[src/hw/csp_map.svh]
// Purpose: offsets, field positions, reset values and field codes
// Assumes: included by the setup module only
// Notes:   definitions only
`ifndef CSP_MAP_SVH
`define CSP_MAP_SVH
// Register select codes on the two upper data lines
`define CSP_SEL_SETUP0      2'h0
`define CSP_SEL_SETUP1      2'h1
// Field positions of the primary setup register
`define CSP_BIT_EXTREF      0
`define CSP_BIT_SINGLE      1
`define CSP_BIT_PWRDN       2
`define CSP_CHAN_LSB        3
`define CSP_CHAN_MSB        7
`define CSP_TEST_LSB        8
`define CSP_TEST_MSB        9
// Reset value: differential channel selected
`define CSP_SETUP0_RESET    10'h020
// Channel selection codes, bits 7..3
`define CSP_CHAN_POS        5'h00
`define CSP_CHAN_NEG        5'h01
`define CSP_CHAN_DIFF       5'h04
`define CSP_CHAN_SCAN       5'h11
// Test field codes
`define CSP_TEST_NORMAL     2'h0
`define CSP_TEST_UPPER      2'h1
`define CSP_TEST_MID        2'h2
`define CSP_TEST_LOWER      2'h3
// Block size value, not used: the block size comes from TRIGGER_LEVEL
`define CSP_TRIG_RESET      4'h1
`endif

[src/hw/csp_pkg.sv]
// Purpose: shared types of the converter setup block
// Assumes: nothing
// Notes:   numbers live in csp_map.svh
package csp_pkg;
    // Source chosen for the next conversion
    typedef enum {
        CSP_SRC_POS,
        CSP_SRC_NEG,
        CSP_SRC_DIFF,
        CSP_SRC_UPPER,
        CSP_SRC_MID,
        CSP_SRC_LOWER,
        CSP_SRC_NONE
    } csp_src_e;
    // Sequencer states
    typedef enum {
        CSP_ST_IDLE,
        CSP_ST_CONV
    } csp_state_e;
    typedef logic [11:0] csp_sample_t;
endpackage : csp_pkg

[src/hw/csp_stream_if.sv]
// Purpose: valid/ready sample stream between converter and buffer
// Assumes: single clock domain
// Notes:   source drives valid and data, sink drives ready
`timescale 1ns/1ns
interface csp_stream_if #(parameter int WIDTH = 12);
    logic             valid; // Word offered
    logic             ready; // Word accepted
    logic [WIDTH-1:0] data;  // Payload
    modport src  (output valid, output data, input ready);
    modport sink (input valid, input data, output ready);
endinterface : csp_stream_if

[src/hw/csp_fifo.sv]
// Purpose: small sample FIFO, flip-flop storage
// Assumes: DEPTH is a power of two
// Notes:   full and empty derived from wrapping pointers
`timescale 1ns/1ns
module csp_fifo #(
    parameter int WIDTH = 12,
    parameter int DEPTH = 4
) (
    input  wire logic clk,
    input  wire logic rst_n,
    csp_stream_if.sink wr,
    csp_stream_if.src  rd
);
    localparam int AW = $clog2(DEPTH);
    // Refuse depths the wrapping pointers cannot serve
    if (DEPTH < 2 || (1 << AW) != DEPTH) begin : g_bad_depth
        $error("csp_fifo: DEPTH must be a power of two >= 2");
    end

    ////////////////////////////////////////////////////////////////////
    logic [WIDTH-1:0] mem_q [DEPTH];   // Storage
    logic [WIDTH-1:0] mem_d [DEPTH];
    logic [AW:0]      wp_q, wp_d;      // Write pointer, extra wrap bit
    logic [AW:0]      rp_q, rp_d;      // Read pointer
    logic             full, empty;

    assign full     = (wp_q[AW] != rp_q[AW]) && (wp_q[AW-1:0] == rp_q[AW-1:0]);
    assign empty    = (wp_q == rp_q);
    assign wr.ready = !full;
    assign rd.valid = !empty;
    assign rd.data  = mem_q[rp_q[AW-1:0]];

    // Next pointers and storage
    always_comb begin
        mem_d = mem_q;
        wp_d  = wp_q;
        rp_d  = rp_q;
        if (wr.valid && !full) begin
            mem_d[wp_q[AW-1:0]] = wr.data;
            wp_d = wp_q + 1'b1;
        end
        if (rd.ready && !empty)
            rp_d = rp_q + 1'b1;
    end

    // Register stage
    always_ff @(posedge clk) begin
        if (!rst_n) begin
            wp_q <= '0;
            rp_q <= '0;
        end else begin
            wp_q <= wp_d;
            rp_q <= rp_d;
        end
        mem_q <= mem_d;
    end
endmodule : csp_fifo

[src/hw/csp_setup.sv]
// Purpose: primary converter setup register and conversion sequencer
// Assumes: pins synchronous to CORE_CLK; host keeps legal channel codes
// Notes:   conversion result supplied on CONV_RESULT by the analog core
`timescale 1ns/1ns
`include "csp_map.svh"
module csp_setup #(
    parameter int FIFO_DEPTH = 4
) (
    input  wire logic               CORE_CLK,
    input  wire logic               NRST,
    input  wire logic               BUS_WRITE,      // Write strobe, 1 cycle
    input  wire logic [11:0]        BUS_DATA,       // Data lines 11..0
    input  wire logic               BUS_READ,       // Read strobe, 1 cycle
    input  wire logic               CONVERSION_CLOCK_PIN,
    input  wire logic [3:0]         TRIGGER_LEVEL,  // Block size
    input  wire csp_pkg::csp_sample_t CONV_RESULT,  // Core result
    output logic                    BLOCK_READY_FLAG,
    output logic                    SAMPLE_VALID,
    output csp_pkg::csp_sample_t    SAMPLE_DATA,
    output logic [9:0]              SETUP_READBACK,
    output logic                    EXT_REF_SELECT,
    output logic                    HOLD_INPUTS,
    output logic [2:0]              SOURCE_SELECT,
    output logic                    OVERRUN
);
    import csp_pkg::*;

    // Refuse a buffer shallower than two words
    if (FIFO_DEPTH < 2) begin : g_bad_depth
        $error("csp_setup: FIFO_DEPTH too small");
    end

    ////////////////////////////////////////////////////////////////////
    // State
    logic [9:0]  setup_q, setup_d;       // Primary setup register
    logic        pin_q, pin_d;           // Previous pin level
    logic        alt_q, alt_d;           // Autoscan phase, 1 = negative
    logic [3:0]  count_q, count_d;       // Samples since last block
    logic        ready_q, ready_d;       // Block ready output
    logic        hold_q, hold_d;         // Hold pulse
    logic        ovr_q, ovr_d;           // Sample lost to full buffer
    logic [2:0]  src_q, src_d;           // Current source code
    logic        out_v_q, out_v_d;       // Output word valid
    csp_sample_t out_q, out_d;           // Output word
    csp_state_e  st_q, st_d;             // Sequencer state

    ////////////////////////////////////////////////////////////////////
    // Buffer in the data path
    csp_stream_if #(.WIDTH(12)) to_buf ();
    csp_stream_if #(.WIDTH(12)) from_buf ();

    csp_fifo #(
        .WIDTH (12),
        .DEPTH (FIFO_DEPTH)
    ) u_fifo (
        .clk   (CORE_CLK),
        .rst_n (NRST),
        .wr    (to_buf),
        .rd    (from_buf)
    );

    ////////////////////////////////////////////////////////////////////
    // Decode
    logic       fall;          // Falling edge on the clock pin
    logic       pwr_down;      // Converter idle
    logic [4:0] chan;          // Channel code bits 7..3
    logic [1:0] test;          // Test field
    csp_src_e   src_now;       // Source for this conversion

    assign fall     = pin_q && !CONVERSION_CLOCK_PIN;
    assign pwr_down = setup_q[`CSP_BIT_PWRDN];
    assign chan     = setup_q[`CSP_CHAN_MSB:`CSP_CHAN_LSB];
    assign test     = setup_q[`CSP_TEST_MSB:`CSP_TEST_LSB];

    // Source choice from test field, then channel code
    always_comb begin
        case (test)
            `CSP_TEST_UPPER: src_now = CSP_SRC_UPPER;
            `CSP_TEST_MID:   src_now = CSP_SRC_MID;
            `CSP_TEST_LOWER: src_now = CSP_SRC_LOWER;
            default: begin
                case (chan)
                    `CSP_CHAN_POS:  src_now = CSP_SRC_POS;
                    `CSP_CHAN_NEG:  src_now = CSP_SRC_NEG;
                    `CSP_CHAN_DIFF: src_now = CSP_SRC_DIFF;
                    `CSP_CHAN_SCAN: begin
                        src_now = alt_q ? CSP_SRC_NEG : CSP_SRC_POS;
                    end
                    default:        src_now = CSP_SRC_NONE;
                endcase
            end
        endcase
    end

    ////////////////////////////////////////////////////////////////////
    // Next values
    always_comb begin
        setup_d = setup_q;
        pin_d   = CONVERSION_CLOCK_PIN;
        alt_d   = alt_q;
        count_d = count_q;
        ready_d = 1'b0;
        hold_d  = 1'b0;
        ovr_d   = ovr_q;
        src_d   = src_q;
        out_v_d = 1'b0;
        out_d   = out_q;
        st_d    = st_q;
        // Register write, select lines both low
        if (BUS_WRITE && BUS_DATA[11:10] == `CSP_SEL_SETUP0)
            setup_d = BUS_DATA[9:0];
        if (BUS_READ)
            ovr_d = 1'b0;
        case (st_q)
            CSP_ST_IDLE: begin
                // Edge starts a conversion unless powered down
                if (fall && !pwr_down) begin
                    hold_d = setup_q[`CSP_BIT_SINGLE];
                    src_d  = 3'(src_now);
                    st_d   = CSP_ST_CONV;
                end
            end
            CSP_ST_CONV: begin
                // Result captured into the buffer
                out_v_d = 1'b1;
                out_d   = CONV_RESULT;
                if (chan == `CSP_CHAN_SCAN)
                    alt_d = !alt_q;
                if (!to_buf.ready)
                    ovr_d = 1'b1;
                else if (count_q + 4'h1 >= TRIGGER_LEVEL) begin
                    count_d = '0;
                    ready_d = 1'b1;
                end else
                    count_d = count_q + 4'h1;
                st_d = CSP_ST_IDLE;
            end
            default: st_d = CSP_ST_IDLE;
        endcase
        if (chan != `CSP_CHAN_SCAN)
            alt_d = 1'b0;
    end

    // Register stage
    always_ff @(posedge CORE_CLK) begin
        if (!NRST) begin
            setup_q <= `CSP_SETUP0_RESET;
            pin_q   <= pin_d;    // Track pin, no false edge after reset
            alt_q   <= 1'b0;
            count_q <= '0;
            ready_q <= 1'b0;
            hold_q  <= 1'b0;
            ovr_q   <= 1'b0;
            src_q   <= '0;
            out_v_q <= 1'b0;
            out_q   <= '0;
            st_q    <= CSP_ST_IDLE;
        end else begin
            setup_q <= setup_d;
            pin_q   <= pin_d;
            alt_q   <= alt_d;
            count_q <= count_d;
            ready_q <= ready_d;
            hold_q  <= hold_d;
            ovr_q   <= ovr_d;
            src_q   <= src_d;
            out_v_q <= out_v_d;
            out_q   <= out_d;
            st_q    <= st_d;
        end
    end

    ////////////////////////////////////////////////////////////////////
    // Buffer wiring; readout works in power down
    assign to_buf.valid   = out_v_q;
    assign to_buf.data    = out_q;
    assign from_buf.ready = BUS_READ;

    // Output word register
    logic        sv_q;
    csp_sample_t sd_q;
    always_ff @(posedge CORE_CLK) begin
        if (!NRST) begin
            sv_q <= 1'b0;
            sd_q <= '0;
        end else begin
            sv_q <= BUS_READ && from_buf.valid;
            sd_q <= from_buf.data;
        end
    end

    assign BLOCK_READY_FLAG = ready_q;
    assign SAMPLE_VALID     = sv_q;
    assign SAMPLE_DATA      = sd_q;
    assign SETUP_READBACK   = setup_q;
    assign EXT_REF_SELECT   = setup_q[`CSP_BIT_EXTREF];
    assign HOLD_INPUTS      = hold_q;
    assign SOURCE_SELECT    = src_q;
    assign OVERRUN          = ovr_q;
endmodule : csp_setup

[config.mk]
export PLATFORM = sky130hd
export DESIGN_NAME = csp_setup
export DESIGN_NICKNAME = d
export VERILOG_FILES = /design/src/hw/csp_pkg.sv /design/src/hw/csp_stream_if.sv /design/src/hw/csp_fifo.sv /design/src/hw/csp_setup.sv
export VERILOG_INCLUDE_DIRS = /design/src /design/src/hw
export SDC_FILE = /design/constraint.sdc
export NUM_CORES = 1
export LEC_CHECK = 0
export ABC_AREA = 1
export BUFFER_PORTS_ARGS = -buffer_cell sky130_fd_sc_hd__clkbuf_2
export CORE_MARGIN = 10
export CORE_UTILIZATION = 50
export CTS_CLUSTER_SIZE = 40
export DETAILED_ROUTE_END_ITERATION = 6
export GPL_TIMING_DRIVEN = 0
export PLACE_DENSITY_LB_ADDON = 0.05
export SYNTH_ARGS = -nofsm -noshare
export SYNTH_HDL_FRONTEND = slang
export SYNTH_SLANG_ARGS = --single-unit
export TNS_END_PERCENT = 1
[constraint.sdc]
create_clock -name CORE_CLK -period 1.7 [get_ports CORE_CLK]
set_input_delay 0.34 -clock CORE_CLK [delete_from_list [all_inputs] [get_ports CORE_CLK]]
set_output_delay 0.34 -clock CORE_CLK [all_outputs]
set_load 0.005 [all_outputs]
# Word level (Yosys, flattened, before mapping)
# Index checks and enable logic that the tools add are counted.
[word_totals]
register_bits = 103
output_inout_bits = 30
in_bits = 33
wordCells = 78
[classes]
order_cmp = 4
n_eq_ne = 10
mux = 15
n_reduce_logical = 22
n_addsub = 3
bitwise = 5
[op_table]
columns = ["cell", "n"]
rows = [
  ["$bwmux 48", 1],
  ["$mux 12", 3],
  ["$logic_not 32->1", 1],
  ["$bmux 12 s2", 1],
  ["$demux 12 s2", 1],
  ["$pmux 3 s4", 1],
  ["$pmux 3 s3", 1],
  ["$reduce_and 2->1", 4],
  ["$logic_and 1x1->1", 7],
  ["$add 3x1->3 const B", 2],
  ["$ge 3x3->1 const B", 2],
  ["$mux 1", 6],
  ["$not 2->3", 2],
  ["$eq 5x1->1 const B", 1],
  ["$eq 5x3->1 const B", 1],
  ["$eq 5x5->1 const B", 1],
  ["$logic_not 1->1", 5],
  ["$logic_not 5->1", 1],
  ["$ne 5x5->1 const B", 1],
  ["$add 4x1->4 const B", 1],
  ["$eq 2x2->1 const B", 2],
  ["$ge 4x4->1", 1],
  ["$mux 4", 1],
  ["$eq 3x3->1", 1],
  ["other kinds (9)", 11],
]

# Logic depth before layout (Yosys ltp)
[logic_depth]
word_depth = 6
mapped_depth = 11
mapped_depth_nobuf = 11

# By module
# A second synthesis with hierarchy kept.
[unflattened]
cells_unflattened = 418
hier_area_um2 = 4055.1
[modules_own_cells]
columns = ["module", "seq_area_each_um2", "instances", "area_per_inst_um2", "cells_per_inst"]
rows = [
  ["csp_fifo", 1561.5, 1, 2220.9, 184],
  ["csp_setup", 980.9, 1, 1834.3, 234],
]

# Least setup slack after synthesis
# Ideal clock, no wire load.
[synth_path]
path_type = "register to register"
from = "register u_fifo.rp_q[1]"
to = "register u_fifo.mem_q[36] (netlist bit), enable pin"
slack_ns = -0.017
t_required_ns = 1.320
path_buffers = 0
arrival_ns = 1.337
setup_ns = 0.380
period_less_slack_ns = 1.717
stages_incl_launch_ff = 7
cell_sequence = "dfxtp_1 > inv_2 > nand2_1 > nand2_2 > nand3_4 > nand2_4 > nor2_1"
[synth_via]
elab_chain_len = 4
[synth_lines]
columns = ["item", "line_no", "text"]
rows = [
  ["start, declared", "csp_fifo.sv:24", "logic [AW:0] rp_q, rp_d;"],
  ["start signal, assigned", "csp_fifo.sv:53", "rp_q <= rp_d;"],
  ["$eq 2x2->1", "csp_fifo.sv:27", "assign full = (wp_q[AW] != rp_q[AW]) && (wp_q[AW-1:0] == rp_q[AW-1:0]);"],
  ["$logic_and 1x1->1", "csp_fifo.sv:27", ""],
  ["$logic_not 1->1", "n/a", ""],
  ["$logic_and 1x1->1", "csp_fifo.sv:38", "if (wr.valid && !full) begin"],
  ["end signal, assigned", "csp_fifo.sv:55", "mem_q <= mem_d;"],
  ["end, declared", "csp_fifo.sv:21", "logic [WIDTH-1:0] mem_q [DEPTH];"],
]
# No other way between the ends.
# A chain may end at the register's enable or synchronous reset.

# Final worst setup path
[layout_path]
from = "register count_q[0]"
to = "register count_q[3]"
[layout_via]
elab_chain_len = 3
[layout_lines]
columns = ["item", "line_no", "text"]
rows = [
  ["start, declared", "csp_setup.sv:38", "logic [3:0] count_q, count_d;"],
  ["start signal, assigned", "csp_setup.sv:162", "count_q <= count_d;"],
  ["$add 4x1->4 (*)", "csp_setup.sv:131, csp_setup.sv:135", ""],
  ["$ge 4x4->1", "csp_setup.sv:131", "else if (count_q + 4'h1 >= TRIGGER_LEVEL) begin"],
  ["$mux 4 (*)", "csp_setup.sv:131", ""],
]
# Mark *: on every way between the ends. The rest lies on a longest branch, timed or not.

==> impl_metrics.tcl <==
set metrics [dict create \
    fin_crit_ns 1.69 \
    num_antenna_cells 0 \
    syn_nets 445 \
    layout_setup_ws_ns 0.00917 \
    start_util 0.515 \
    ys_types 31 \
    intPower_mw 3.45 \
    antenna_found_initial 0 \
    final_common_cell "nor2_1" \
    rsz0062_at_grt "yes" \
    powerDensity_nw_per_um2 972 \
    synthTopCellsByArea "edfxtp_1 36%, dfxtp_1 28%, nor2_1 7.5%" \
    drt_iter0_markers 122 \
    seqPwrFrac 0.581 \
    cp-startpoint "count_q[0]" \
    cts_inserted_buffers 9 \
    die_w_um 109 \
    routed_wl_um 8900 \
    synth_top_area_cell "edfxtp_1" \
    clk_pin_slew_ns 0.09 \
    cts.htree.levels 3 \
    grt.total_usage 0.154 \
    worstSetupPathType "reg -> reg" \
    worst_pin_slew_ns 0.718 \
    ant_nets 0 \
    place_ws_ns -0.670 \
    synth_area_per_cell_um2 9.95 \
    r2r-end "count_q[3]" \
    final_max_slew_viol_count 0 \
    clk_path_buf_depth 2 \
    fmax_ghz 0.591 \
    peakVddDrop_mv 0.464 \
    power.switching_mw 1.25 \
    hp-start "CONVERSION_CLOCK_PIN" \
    cp.required_ns 1.93 \
    slew_headroom 0.521 \
    drive_above_1_share 0.263 \
    insertion_delay_ns 0.36 \
    worst-r2r-setup-slack_ns 0.009 \
    vias 2906 \
    io_buffer_count 62 \
    drc 0 \
    hold_path.class "in -> reg" \
    clk_root_buffer_cell "clkbuf_8" \
    r2r_start "count_q[0]" \
    rr_worst_depth 9 \
    cp_data_arrival_time_ns 1.92 \
    std_cell_rows 32 \
    via_per_inst 4.94 \
    firstDrtPassIters 5 \
    synth_seq_cells 103 \
    grt_overflow 0 \
    yosysSeqAreaShare 0.635 \
    die_y_um 109 \
    finalCritPeriodShare 0.995 \
    grt_pass1_vias 2766 \
    netlist_area_um2 4000 \
    clkPwrFrac 0.294 \
    finClkSkew_ns 0.00723 \
    synth_warnings 0 \
    status "complete, no violations" \
    hold_depth 1 \
    fillers 670 \
    synthToLayoutAreaGrowth_pct 20.8 \
    cts_sinks 103 \
    synth_top_area_share 0.360 \
    power_frac_comb 0.125 \
    mostFrequentLayoutCells "72 x nor2_1, 62 x clkbuf_2, 50 x dfxtp_1, 48 x nand2_1, 48 x edfxtp_1" \
    max-cap-violations 0 \
    min_to "pin_q" \
    setup_viol 0 \
    gp_congestion 0.767 \
    critical_path.endpoint_type "register" \
    swShare 0.267 \
    p_leak_nw 1.99 \
    cts_tree "built" \
    hold_viol 0 \
    wl_per_cell_um 15.1 \
    whs_ns 0.0938 \
    hpwl_um 5990 \
    dieArea_um2 12000 \
    startpoint_type "register" \
    cp_max_fo 5 \
    netlist_instances 402 \
    grt_pass1_wl_um 14100 \
    ioPinCount 63 \
    grt_max_degree 18 \
    core_area_um2 7770 \
    fin_nets 524 \
]
[how the worst max path moves through the flow]
stage,cells past startpoint,slack (ns),end
final,9,0.009,count_q[3]
after global routing,9,-0.07,count_q[3]
after CTS,11,-0.02,count_q[0]
after detailed placement,6,-0.67,u_fifo.mem_q[44]
after global placement,6,-0.64,u_fifo.mem_q[32]
after floorplan,6,-0.02,u_fifo.mem_q[36]
[routing by layer]
| metal | global-route usage | vias to the layer above | part of all wire |
|---|---|---|---|
| li1 | - | 1495 | - |
| met1 | 0.209 | 1339 | 0.46 |
| met2 | 0.237 | 64 | 0.47 |
| met3 | 0.0492 | 8 | 0.061 |
| met4 | 0.0335 | 0 | 0.0085 |
| met5 | 0 | - | 0 |
[synthesized netlist by cell type (all sizes together)]
cell,instances
a21oi,29
o211ai,1
edfxtp,48
xor2,3
inv,34
ha,10
and3,1
buf,9
o21bai,1
dfxtp,55
nor2,81
xnor2,3
nand3,22
clkbuf,7
nand2,52
nand4,2
a211oi,1
o2111ai,1
o21ai,41
nor3,1
[timing repair]
item                                    4_1_cts  5_1_grt
resized for setup                            11       24
setup buffers                                 2        4
pin swaps                                     1        8
hold buffers                                  0        0
endpoints found under the setup margin       53       41
[through the flow]
stage | cell area, µm² | power (mW) | utilization | setup TNS [ns] | instances
floorplan | 4000 | 3.12 | - | -0.834 | 402
global placement | 4440 | 3.34 | 0.572 | -28.80 | 566
detailed placement | 4440 | 3.36 | 0.572 | -29.05 | 566
CTS | 4680 | 4.73 | 0.602 | -0.0572 | 584
global route | 4830 | 4.96 | 0.622 | -0.138 | 588
finish | 4830 | 4.70 | 0.622 | 0 | 588
[power by group through the flow]
stage / Sequential [mW] / Combinational [mW] / Clock, mW
final: 2.73 / 0.585 / 1.38
after global routing: 2.75 / 0.667 / 1.55
after CTS: 2.74 / 0.576 / 1.42
after detailed placement: 2.79 / 0.564 / 0
after global placement: 2.79 / 0.556 / 0
after floorplan: 2.78 / 0.335 / 0
[flip-flops by register name (all words and copies together), names as in the netlist, 3 cells and up]
signal          count
u_fifo.mem_q       48
SAMPLE_DATA        12
out_q              12
SETUP_READBACK     10
count_q             4
SOURCE_SELECT       3
u_fifo.rp_q         3
u_fifo.wp_q         3
[logic make-up (layout without fill, tap and decap cells)]
logic type | Yosys count | after routing | share of synthesized area
simple gates | 159 | 159 | 0.168
flops | 103 | 103 | 0.635
compound gates | 74 | 74 | 0.0991
buf+inv | 50 | 134 | 0.0516
xor+xnor | 6 | 6 | 0.0150
fa+ha+maj | 10 | 10 | 0.0313
[area by class of cell]
type / count / area [µm²] / share of cell area
clock inverters: 5 / 41.3 / 0.00854
flip-flops and latches: 103 / 2560 / 0.529
multi-input cells: 249 / 1390 / 0.288
repair buffers: 68 / 380 / 0.0787
clock buffers: 11 / 131 / 0.0272
plain buffers: 16 / 78.8 / 0.0163
well taps: 102 / 128 / 0.0264
inverters: 34 / 128 / 0.0264
[worst max-delay path, stage by stage, from the launching register on]
cell and delay (ns):
dfxtp_4 0.38, ha_4 0.18, xnor2_4 0.19, inv_2 0.07, ha_4 0.27, nand4_1 0.13
nand3_4 0.16, nor2_2 0.06, nand2_1 0.08, a21oi_2 0.05
Note: power is estimated with default switching activity, not from simulation.
